`config.mk`:
```
export PLATFORM = sky130hd
export DESIGN_NAME = ipomx_top
export DESIGN_NICKNAME = d
export VERILOG_FILES = /design/src/verilog/ipomx_pkg.sv /design/src/verilog/ipomx_pin_if.sv /design/src/verilog/ipomx_pin.sv /design/src/verilog/ipomx_top.sv
export SDC_FILE = /design/constraint.sdc
export NUM_CORES = 1
export LEC_CHECK = 0
export BUFFER_PORTS_ARGS = -buffer_cell sky130_fd_sc_hd__buf_2
export CAP_MARGIN = 10
export CELL_PAD_IN_SITES_DETAIL_PLACEMENT = 1
export CELL_PAD_IN_SITES_GLOBAL_PLACEMENT = 1
export CORE_ASPECT_RATIO = 0.6
export CORE_MARGIN = 2
export CORE_UTILIZATION = 37
export CTS_CLUSTER_DIAMETER = 30
export DETAILED_ROUTE_END_ITERATION = 6
export PLACE_DENSITY = 0.84
export SLEW_MARGIN = 40
export SYNTH_ARGS = -nofsm -noshare
export SYNTH_HDL_FRONTEND = slang
export SYNTH_SLANG_ARGS = --single-unit
```
`constraint.sdc`:
```
create_clock -name CLK_I -period 3.2 [get_ports CLK_I]
set_input_delay 0.48 -clock CLK_I [delete_from_list [all_inputs] [get_ports CLK_I]]
set_output_delay 0.48 -clock CLK_I [all_outputs]
set_load 0.005 [all_outputs]
```
`src/verilog/ipomx_pkg.sv`:
```
// constants for the indicator pin output multiplexer
package ipomx_pkg;

    // register indices and their byte addresses on the bus
    localparam logic [15:0] IND_CFG_IDX = 16'h0452;
    localparam logic [15:0] CLK_CFG_IDX = 16'h0453;
    localparam logic [15:0] IND_CFG_ADDR = 16'(IND_CFG_IDX * 4);
    localparam logic [15:0] CLK_CFG_ADDR = 16'(CLK_CFG_IDX * 4);

    // indicator config field positions, pin 1 in the upper byte
    localparam int PIN1_DIV_BIT = 15;
    localparam int PIN1_SRC_LSB = 12;
    localparam int PIN1_INV_BIT = 11;
    localparam int PIN1_SEL_LSB = 8;
    localparam int PIN0_DIV_BIT = 7;
    localparam int PIN0_SRC_LSB = 4;
    localparam int PIN0_INV_BIT = 3;
    localparam int PIN0_SEL_LSB = 0;

    // clock pin config: writable bits and the gpio control field
    localparam logic [15:0] CLK_CFG_WMASK = 16'h81ff;
    localparam int CLK_SEL_LSB = 0;

    // reset values
    localparam logic [15:0] IND_CFG_RST = 16'h0000;
    localparam logic [15:0] CLK_CFG_RST = 16'h0001;
    localparam logic [2:0] SEL_STRAP_HI = 3'h1;
    localparam logic [2:0] SEL_STRAP_LO = 3'h0;
    localparam logic [2:0] CLK_SEL_STRAP_HI = 3'h0;
    localparam logic [2:0] CLK_SEL_STRAP_LO = 3'h1;

    // cycles after reset release before the strap is taken
    localparam logic [1:0] STRAP_SETTLE = 2'h2;

    // output select codes
    localparam logic [2:0] OUT_LINK = 3'h0;
    localparam logic [2:0] OUT_CLOCK = 3'h1;
    localparam logic [2:0] OUT_WAKE = 3'h2;
    localparam logic [2:0] OUT_UNDER_VOLT = 3'h3;
    localparam logic [2:0] OUT_TS_TX = 3'h4;
    localparam logic [2:0] OUT_TS_RX = 3'h5;
    localparam logic [2:0] OUT_DISCHARGE = 3'h6;
    localparam logic [2:0] OUT_IRQ = 3'h7;

    // clock source select codes
    localparam logic [2:0] SRC_CRYSTAL = 3'h0;
    localparam logic [2:0] SRC_PLL_200 = 3'h1;
    localparam logic [2:0] SRC_ADC_67 = 3'h2;
    localparam logic [2:0] SRC_FREE_200 = 3'h3;
    localparam logic [2:0] SRC_MII_25 = 3'h4;
    localparam logic [2:0] SRC_REF_25 = 3'h5;
    localparam logic [2:0] SRC_CORE_100 = 3'h6;
    localparam logic [2:0] SRC_DSP_67 = 3'h7;

    // number of clock sources each pin may pick
    localparam int PIN0_SRC_COUNT = 8;
    localparam int PIN1_SRC_COUNT = 6;

    // bus transfer phase
    typedef enum logic [1:0] {IPOMX_IDLE, IPOMX_SETUP, IPOMX_ACCESS}
        ipomx_phase_t;

endpackage

```
`src/verilog/ipomx_pin_if.sv`:
```
// configuration and result of one indicator pin
`timescale 1ns/1ps
interface ipomx_pin_if;
    logic [2:0] sel;
    logic [2:0] src_sel;
    logic div_en;
    logic inv_en;
    logic [7:0] evt;
    logic [7:0] clk_src;
    logic pin_out;

    modport ctrl (output sel, output src_sel, output div_en,
                  output inv_en, output evt, output clk_src,
                  input pin_out);
    modport pin (input sel, input src_sel, input div_en,
                 input inv_en, input evt, input clk_src,
                 output pin_out);
endinterface

```
`src/verilog/ipomx_pin.sv`:
```
// one indicator pin: clock conditioning and output select
`timescale 1ns/1ps
module ipomx_pin #(
    parameter int SRC_COUNT = 8
) (
    input wire logic clk_i,           // system clock
    input wire logic rst_i,           // async reset, active high
    ipomx_pin_if.pin cfg              // config in, pin level out
);

    // a pin never has more than eight sources; refused at elaboration
    if (SRC_COUNT < 1 || SRC_COUNT > 8)
    begin
        $error("ipomx_pin: SRC_COUNT out of range");
    end

    logic src_level;
    logic src_prev;
    logic half;
    logic clk_out;
    logic next_out;

    // source pick; codes past the pin's list give a quiet low
    always_comb
    begin
        if (32'(cfg.src_sel) < SRC_COUNT)
            src_level = cfg.clk_src[cfg.src_sel];
        else
            src_level = 1'b0;
    end

    // halver toggles on each rising edge of the picked source
    always_ff @(posedge clk_i or posedge rst_i)
    begin
        if (rst_i)
        begin
            src_prev <= 1'b0;
            half <= 1'b0;
        end
        else
        begin
            src_prev <= src_level;
            if (src_level && !src_prev)
                half <= ~half;
        end
    end

    // divide then invert, only on the clock route
    always_comb
    begin
        clk_out = cfg.div_en ? half : src_level;
        clk_out = clk_out ^ cfg.inv_en;
    end

    // code one carries the clock, the rest pick an event
    always_comb
    begin
        if (cfg.sel == ipomx_pkg::OUT_CLOCK)
            next_out = clk_out;
        else
            next_out = cfg.evt[cfg.sel];
    end

    // registered so the pad sees no select glitches
    always_ff @(posedge clk_i or posedge rst_i)
    begin
        if (rst_i)
            cfg.pin_out <= 1'b0;
        else
            cfg.pin_out <= next_out;
    end

endmodule

```
`src/verilog/ipomx_top.sv`:
```
// indicator pin output multiplexer with its APB register slave
//
// Summary of operation
// - pin 1 clock halved when bit 15 set
// - pin 1 source codes 000b to 101b
// - pin 1 clock inverted when bit 11 set
// - pin 1 select picks one of eight outputs
// - pin 1 select resets from receive-data-3 strap
// - pin 0 clock halved when bit 7 set
// - pin 0 adds core and DSP clocks
// - pin 0 clock inverted when bit 3 set
// - pin 0 select picks one of eight outputs
//
// Decided for this implementation: the APB interface to the registers.
`timescale 1ns/1ps
module ipomx_top (
    input wire logic CLK_I,                // 10 MHz system clock
    input wire logic RST_I,                // async reset, active high
    input wire logic PSEL_I,               // apb select
    input wire logic PENABLE_I,            // apb access phase
    input wire logic PWRITE_I,             // apb write when high
    input wire logic [15:0] PADDR_I,       // apb byte address
    input wire logic [31:0] PWDATA_I,      // apb write data
    output logic [31:0] PRDATA_O,          // apb read data
    output logic PREADY_O,                 // apb ready
    output logic PSLVERR_O,                // apb error, unmapped
    input wire logic RECEIVE_DATA3_STRAP_I, // strap pin level
    input wire logic LINK_I,               // link indication
    input wire logic LINK_ACT_I,           // link plus activity
    input wire logic WAKE_ON_LAN_IND_I,    // wake-on-lan event
    input wire logic UNDER_VOLT_I,         // under-voltage flag
    input wire logic TS_TX_I,              // timestamp transmit
    input wire logic TS_RX_I,              // timestamp receive
    input wire logic DISCHARGE_I,          // discharge detected
    input wire logic INTERRUPT_I,          // device interrupt
    input wire logic [7:0] CLK_SRC_I,      // internal clock levels
    output logic INDICATOR0_O,             // first indicator pin
    output logic INDICATOR1_O,             // second indicator pin
    output logic [2:0] CLK_PIN_SEL_O       // clock pin select field
);

    logic [15:0] ind_cfg;
    logic [15:0] clk_cfg;
    logic strap_meta;
    logic strap_sync;
    logic [1:0] strap_cnt;
    logic strap_done;
    logic cfg_live;
    ipomx_pkg::ipomx_phase_t phase;
    logic hit_ind;
    logic hit_clk;
    logic mapped;
    logic setup;
    logic wr_take;
    logic [15:0] next_rdata;
    logic [7:0] evt_pin0;
    logic [7:0] evt_pin1;

    ipomx_pin_if pin0_if ();
    ipomx_pin_if pin1_if ();

    // strap pin is asynchronous, two flops before any use
    always_ff @(posedge CLK_I or posedge RST_I)
    begin
        if (RST_I)
        begin
            strap_meta <= 1'b0;
            strap_sync <= 1'b0;
        end
        else
        begin
            strap_meta <= RECEIVE_DATA3_STRAP_I;
            strap_sync <= strap_meta;
        end
    end

    // wait for the synchroniser to fill before taking the strap
    always_ff @(posedge CLK_I or posedge RST_I)
    begin
        if (RST_I)
        begin
            strap_cnt <= 2'h0;
            strap_done <= 1'b0;
        end
        else if (!strap_done)
        begin
            if (strap_cnt == ipomx_pkg::STRAP_SETTLE)
                strap_done <= 1'b1;
            else
                strap_cnt <= strap_cnt + 2'h1;
        end
    end

    // one edge past the strap load, so read data is reloaded first
    always_ff @(posedge CLK_I or posedge RST_I)
    begin
        if (RST_I)
            cfg_live <= 1'b0;
        else
            cfg_live <= strap_done;
    end

    // address decode on the registered index layout
    always_comb
    begin
        hit_ind = 1'b0;
        hit_clk = 1'b0;
        if (PADDR_I == ipomx_pkg::IND_CFG_ADDR)
            hit_ind = 1'b1;
        else if (PADDR_I == ipomx_pkg::CLK_CFG_ADDR)
            hit_clk = 1'b1;
    end

    assign mapped = hit_ind | hit_clk;
    assign setup = PSEL_I & ~PENABLE_I;

    // bus stalls until the strap is in, so software cannot race it
    assign PREADY_O = PSEL_I & PENABLE_I & cfg_live;
    assign PSLVERR_O = PREADY_O & ~mapped;
    assign wr_take = PREADY_O & PWRITE_I & mapped;

    // phase tracker, kept for visibility of the transfer state
    always_ff @(posedge CLK_I or posedge RST_I)
    begin
        if (RST_I)
            phase <= ipomx_pkg::IPOMX_IDLE;
        else
        begin
            case (phase)
                ipomx_pkg::IPOMX_IDLE:
                    if (setup)
                        phase <= ipomx_pkg::IPOMX_SETUP;
                ipomx_pkg::IPOMX_SETUP:
                    phase <= ipomx_pkg::IPOMX_ACCESS;
                ipomx_pkg::IPOMX_ACCESS:
                    if (PREADY_O)
                        phase <= setup ? ipomx_pkg::IPOMX_SETUP
                                       : ipomx_pkg::IPOMX_IDLE;
                default:
                    phase <= ipomx_pkg::IPOMX_IDLE;
            endcase
        end
    end

    // indicator config; pin 1 select reset comes from the strap
    always_ff @(posedge CLK_I or posedge RST_I)
    begin
        if (RST_I)
            ind_cfg <= ipomx_pkg::IND_CFG_RST;
        else if (!strap_done && strap_cnt == ipomx_pkg::STRAP_SETTLE)
            ind_cfg[ipomx_pkg::PIN1_SEL_LSB +: 3] <=
                strap_sync ? ipomx_pkg::SEL_STRAP_HI
                           : ipomx_pkg::SEL_STRAP_LO;
        else if (wr_take && hit_ind)
            ind_cfg <= PWDATA_I[15:0];
    end

    // clock pin config; kept for software, strap sets its select
    always_ff @(posedge CLK_I or posedge RST_I)
    begin
        if (RST_I)
            clk_cfg <= ipomx_pkg::CLK_CFG_RST;
        else if (!strap_done && strap_cnt == ipomx_pkg::STRAP_SETTLE)
            clk_cfg[ipomx_pkg::CLK_SEL_LSB +: 3] <=
                strap_sync ? ipomx_pkg::CLK_SEL_STRAP_HI
                           : ipomx_pkg::CLK_SEL_STRAP_LO;
        else if (wr_take && hit_clk)
            clk_cfg <= PWDATA_I[15:0] & ipomx_pkg::CLK_CFG_WMASK;
    end

    assign CLK_PIN_SEL_O = clk_cfg[ipomx_pkg::CLK_SEL_LSB +: 3];

    // read data follows the register until ready, then stands
    always_comb
    begin
        next_rdata = 16'h0000;
        if (hit_ind)
            next_rdata = ind_cfg;
        else if (hit_clk)
            next_rdata = clk_cfg;
    end

    always_ff @(posedge CLK_I or posedge RST_I)
    begin
        if (RST_I)
            PRDATA_O <= 32'h0000_0000;
        else if (PSEL_I && !PREADY_O)
            PRDATA_O <= {16'h0000, next_rdata}; // wait states refresh it
    end

    // event vectors by select code; slot one is the clock route
    always_comb
    begin
        evt_pin0 = {INTERRUPT_I, DISCHARGE_I, TS_RX_I, TS_TX_I,
                    UNDER_VOLT_I, WAKE_ON_LAN_IND_I, 1'b0, LINK_I};
        evt_pin1 = {INTERRUPT_I, DISCHARGE_I, TS_RX_I, TS_TX_I,
                    UNDER_VOLT_I, WAKE_ON_LAN_IND_I, 1'b0, LINK_ACT_I};
    end

    // first pin fields
    assign pin0_if.sel = ind_cfg[ipomx_pkg::PIN0_SEL_LSB +: 3];
    assign pin0_if.src_sel = ind_cfg[ipomx_pkg::PIN0_SRC_LSB +: 3];
    assign pin0_if.div_en = ind_cfg[ipomx_pkg::PIN0_DIV_BIT];
    assign pin0_if.inv_en = ind_cfg[ipomx_pkg::PIN0_INV_BIT];
    assign pin0_if.evt = evt_pin0;
    assign pin0_if.clk_src = CLK_SRC_I;

    // second pin fields
    assign pin1_if.sel = ind_cfg[ipomx_pkg::PIN1_SEL_LSB +: 3];
    assign pin1_if.src_sel = ind_cfg[ipomx_pkg::PIN1_SRC_LSB +: 3];
    assign pin1_if.div_en = ind_cfg[ipomx_pkg::PIN1_DIV_BIT];
    assign pin1_if.inv_en = ind_cfg[ipomx_pkg::PIN1_INV_BIT];
    assign pin1_if.evt = evt_pin1;
    assign pin1_if.clk_src = CLK_SRC_I;

    // first pin may pick all eight sources
    ipomx_pin #(
        .SRC_COUNT(ipomx_pkg::PIN0_SRC_COUNT)
    ) u_pin0 (
        .clk_i(CLK_I),
        .rst_i(RST_I),
        .cfg(pin0_if.pin)
    );

    // second pin stops at the reference clock, code 101b
    ipomx_pin #(
        .SRC_COUNT(ipomx_pkg::PIN1_SRC_COUNT)
    ) u_pin1 (
        .clk_i(CLK_I),
        .rst_i(RST_I),
        .cfg(pin1_if.pin)
    );

    assign INDICATOR0_O = pin0_if.pin_out;
    assign INDICATOR1_O = pin1_if.pin_out;

endmodule

```
Word-level counts from Yosys, hierarchy flattened
Cells that the tools add are included.
{"block": "word_totals", "ram_bits": 0, "regBits": 54, "output_inout_bits": 39, "input_bits": 70, "mem_bits_ro": 0, "wordCells": 82, "mem_count": 0, "latch_bits": 0}
{"block": "op_classes", "mux": 26, "n_div": 0, "n_addsub": 1, "n_lt_le_gt_ge": 5, "n_eq_ne": 5, "mul": 0, "shifts": 0, "bitwise_logic": 14, "reduce_logical": 15}
{"operator": "$eq A16 B13 Y1 const B", "n": 2}
{"operator": "$mux W16", "n": 2}
{"operator": "$lt A3 B4 Y1 const B", "n": 4}
{"operator": "$mux W1", "n": 16}
{"operator": "$bmux W1 S3", "n": 4}
{"operator": "$mux W11", "n": 1}
{"operator": "$mux W3", "n": 3}
{"operator": "$eq A3 B1 Y1 const B", "n": 2}
{"operator": "$logic_and A1 B1 Y1", "n": 6}
{"operator": "$not A1 Y1", "n": 6}
{"operator": "$reduce_and A2 Y1", "n": 3}
{"operator": "$and A1 B1 Y1", "n": 5}
{"operator": "$logic_not A1 Y1", "n": 4}
{"operator": "$reduce_bool A2 Y1", "n": 2}
{"operator": "$lt A3 B3 Y1 const B", "n": 1}
{"operator": "$add A2 B1 Y2 const B", "n": 1}
{"operator": "$eq A2 B2 Y1 const B", "n": 1}
{"operator": "$xor A1 B1 Y1", "n": 2}
{"operator": "$or A1 B1 Y1", "n": 1}

Logic depth before layout (Yosys ltp)
{"block": "depth", "ltp_word": 8, "ltp_mapped": 7, "depth_no_buf": 5}

Hierarchy
A second synthesis with hierarchy kept.
{"block": "hier_totals", "cells_unflattened": 248, "area_unflattened_um2": 2825.2}
{"module": "ipomx_top", "area_per_inst_um2": 2270.9, "cells_each": 199, "n_inst": 1, "seq_area_each_um2": 1202.4}
{"module": "ipomx_pin (u_pin0)", "area_per_inst_um2": 284.0, "cells_each": 24, "n_inst": 1, "seq_area_each_um2": 75.1}
{"module": "ipomx_pin (u_pin1)", "area_per_inst_um2": 270.3, "cells_each": 25, "n_inst": 1, "seq_area_each_um2": 75.1}

Worst setup path after synthesis
No wires, ideal clock.
{"block": "synth_path", "path_kind": "input port to output port", "startpoint": "in PADDR_I[14]", "endpoint": "out PSLVERR_O", "t_required_ns": 2.720, "arrival_time_ns": 2.103, "n_path_buf": 1, "setup_slack_ns": 0.617, "path_stages": 4, "path_cell_list": "or4b_1 > or4_2 > clkbuf_1 > and2_1"}
{"block": "synth_via", "elab_chain_cells": 6, "word_cells_on_any_way": 8, "classes_between": "2 x eq/ne; 3 x mux; 3 x bitwise"}
{"element": "start: declaration", "line_no": "ipomx_top.sv:22", "rtl": "input wire logic [15:0] PADDR_I,"}
{"element": "$eq A16 B13 Y1", "line_no": "ipomx_top.sv:110", "rtl": "else if (PADDR_I == ipomx_pkg::CLK_CFG_ADDR)"}
{"element": "$mux W1", "line_no": "ipomx_top.sv:110"}
{"element": "$mux W1", "line_no": "ipomx_top.sv:108", "rtl": "if (PADDR_I == ipomx_pkg::IND_CFG_ADDR)"}
{"element": "$or A1 B1 Y1 (*)", "line_no": "ipomx_top.sv:114", "rtl": "assign mapped = hit_ind | hit_clk;"}
{"element": "$not A1 Y1 (*)", "line_no": "ipomx_top.sv:119", "rtl": "assign PSLVERR_O = PREADY_O & ~mapped;"}
{"element": "$and A1 B1 Y1 (*)", "line_no": "ipomx_top.sv:119"}
{"element": "end: declaration", "line_no": "ipomx_top.sv:26", "rtl": "output logic PSLVERR_O,"}
Mark *: on every way between the ends. The rest lies on a longest branch, timed or not.

Worst setup path after layout
Same ends and word-level chain as after synthesis.

==> summary.md <==
| Metric | Value |
|---|---|
| Outcome | complete, no violations |
| Slowest stage cell, crit path | or4_2 |
| Max-slew violation count | 0 |
| Worst skew pair latency | 0.29 ns |
| Initial drt markers | 66 |
| CTS Sinks | 54 |
| Antenna violations before repair | 0 |
| Cell Pwr Density | 414 mW/mm^2 |
| Worst r2r dst | clk_cfg[15] |
| Required time worst endpoint | 2.72 ns |
| Largest stage delay, worst path | 0.70 ns |
| Final hold vios | 0 |
| Pin count of the biggest net entering global routing | 55 |
| Final Skew | 0.00337 ns |
| CP endpoint kind | output pin |
| CP arrival | 2.13 ns |
| Htree depth | 2 |
| NumNets Final | 360 |
| Hold Buf Count CTS | 0 |
| VDD IR max | 0.000189 V |
| PostCTS Resize Cnt | 0 |
| Antenna diodes | 0 |
| Cts bufs inserted | 5 |
| DP HPWL | 4.92 mm |
| Crit path kind | in2out |
| Syn Inst Count | 213 |
| DR WL/cell | 16.8 um |
| Syn Area/Cell | 12.8 sq um |
| Die height | 70.5 um |
| Fin crit share | 81.6% |
| Fin util | 45.4% |
| Remaining Overflow, GRT | 0 |
| Maximum clock path buffer count | 2 |
| Root Buffer | clkbuf_16 |
| Setup_tns | 0 ns |
| Distinct cells, synth | 40 |
| CP startpoint kind | primary input |
| Mapped Area | 0.00272 sq mm |
| Pwr Total | 1.35 mW |
| CP most frequent cell | buf_2 |
| First-pass GRT wire length | 10.2 mm |
| Crit path launch | PADDR_I[14] |
| DRC | 0 |
| F_max | 383 MHz |
| Final setup vio count | 0 |
| Storage cell area | 0.00135 sq mm |
| Setup Buffers After CTS | 0 |
| Worst-path maximum fanout | 3 |
| Die area | 0.00809 sq mm |
| Worst Path Buf+Inv | 2 |
| IO Pins | 109 |
| Via density | 4.94 |
| TritonCTS clock tree | built |
| Multi-input logic area | 0.00123 sq mm |
| WL final | 6.39 mm |
| Total number of vias | 1881 |
| Seq/Total Area, Yosys | 49.7% |
| DR pass1 iterations | 4 |
| Reg2reg start | cfg_live |
| Port bufs | 76 |
| DRT antenna net count | 0 |
| RSZ-0062 raised after global routing | no |
| Post-synth EDFFs | 0 |
| Asr flop ratio synth | 100% |
| Worst hold slack | 0.281 ns |
| Global Route Usage Sum | 16.8% |
| Reg clk slew, reported paths | 0.06 ns |
| Maxcap violations | 0 |
| GPL Wtd Cong | 0.737 |
| Core area | 0.00721 sq mm |
| Seq cells post-synth | 54 |
| FP Rows | 24 |
| Slew HR | 50.5% |
| Crit path cell chain | buf_2 -> or4b_1 -> or4_2 -> and2_1 -> buf_2 |
| Chip Width | 115 um |
| Ys flop type | dfrtp_1 |
| Least-Margin Pin Slew | 0.736 ns |
| P_leak | 1.60 nW |
| Family with the most delay on the worst path | simple AND/OR/NAND/NOR gates |
| FF-to-FF path depth | 6 |
| Vias in the first global route | 2025 |
| Syn-to-layout area delta | 20.2% |
| FILL cells | 798 |
| Layout cell share with drive strength beyond 1 | 43.4% |
| Warning count from the yosys run | 0 |
| Final min period | 2.61 ns |
| Worst hold-check path type | in2async |
| Initial Util | 37.8% |
| R2r setup slk | 1.03 ns |
## power breakdown
part	internal [mW]	switching (mW)	total, mW	leakage (nW)
Clock	0.292	0.235	0.527	0.0652
Sequential	0.701	0.0134	0.715	0.715
Combinational	0.0526	0.0599	0.112	0.820
## worst max path at each step
stage                       end  cells past startpoint  slack (ns)
CTS                   PSLVERR_O                      5        0.59
floorplan             PSLVERR_O                      4        0.62
global placement     clk_cfg[6]                      6        0.48
finish                PSLVERR_O                      5        0.59
detailed placement  clk_cfg[15]                      6        0.48
global route          PSLVERR_O                      5        0.52
## state kept, by name, summed over array words and instances, names as in the netlist, 2 cells and up
| name | cells |
|---|---|
| PRDATA_O | 16 |
| clk_cfg | 10 |
| ind_cfg | 16 |
| strap_cnt | 2 |
## cell type report
| type | instances | share of cell area, % |
|---|---|---|
| Clock buffer | 8 | 4.17 |
| Multi-Input combinational cell | 143 | 37.6 |
| Sequential cell | 54 | 41.3 |
| Timing Repair Buffer | 82 | 13.0 |
| Tap cell | 91 | 3.48 |
| Inverter | 3 | 0.420 |
## kinds of logic after synthesis
logic type	count (synthesis)	share of synthesized area, %
AO/OA/AOI/OAI	24	6.84
XOR/XNOR	5	1.61
adder cells (fa/ha/maj)	1	0.459
buffers and inverters	31	7.17
flip-flops	54	49.7
multiplexers	47	21.6
other	1	0.138
AND/OR/NAND/NOR	50	12.5
## placed cells by master (no fill, tap or decap), drive strengths merged, types with 3 or more instances in the layout
master	netlist	layout
buf	21	82
dfrtp	53	53
mux2	24	24
nand2	19	19
mux2i	19	19
conb	1	16
o31ai	10	10
nor2	8	8
clkbuf	7	8
a22o	6	6
nor4	5	5
mux4	4	4
xor2	3	3
or3	3	3
inv	3	3
## layer usage
layer | global-route usage, % | up-vias | part of all wire, % | wire length, um
li1 | - | 885 | - | -
met3 | 4.43 | 10 | 4.7 | 303
met4 | 5.62 | 0 | 1.5 | 99
met1 | 21.4 | 933 | 46 | 2960
met2 | 28.0 | 53 | 47 | 3020
met5 | 0 | - | 0 | 0
## cells in the mapped netlist, drive strengths merged (3+ instances only)
library cell  instances  area share [%]
or3                   3            0.87
mux4                  4             3.3
nor2                  8             1.1
mux2                 24              11
o31ai                10             2.8
dfrtp                53              49
a22o                  6             1.9
nand2                19             2.6
mux2i                19             7.0
inv                   3            0.41
buf                  21             5.8
clkbuf                7            0.96
xor2                  3            0.96
nor4                  5             3.6
## stage by stage
| stage | instance area (sq um) | setup WS (ns) | instances |
|---|---|---|---|
| 3_3_place_gp | 3140 | 0.485 | 373 |
| 4_1_cts | 3270 | 0.588 | 381 |
| 5_1_grt | 3270 | 0.522 | 381 |
| 2_1_floorplan | 2780 | 0.617 | 228 |
| 6_report | 3270 | 0.590 | 381 |
| 3_5_place_dp | 3140 | 0.482 | 373 |
(Power assumes the default switching activity.)
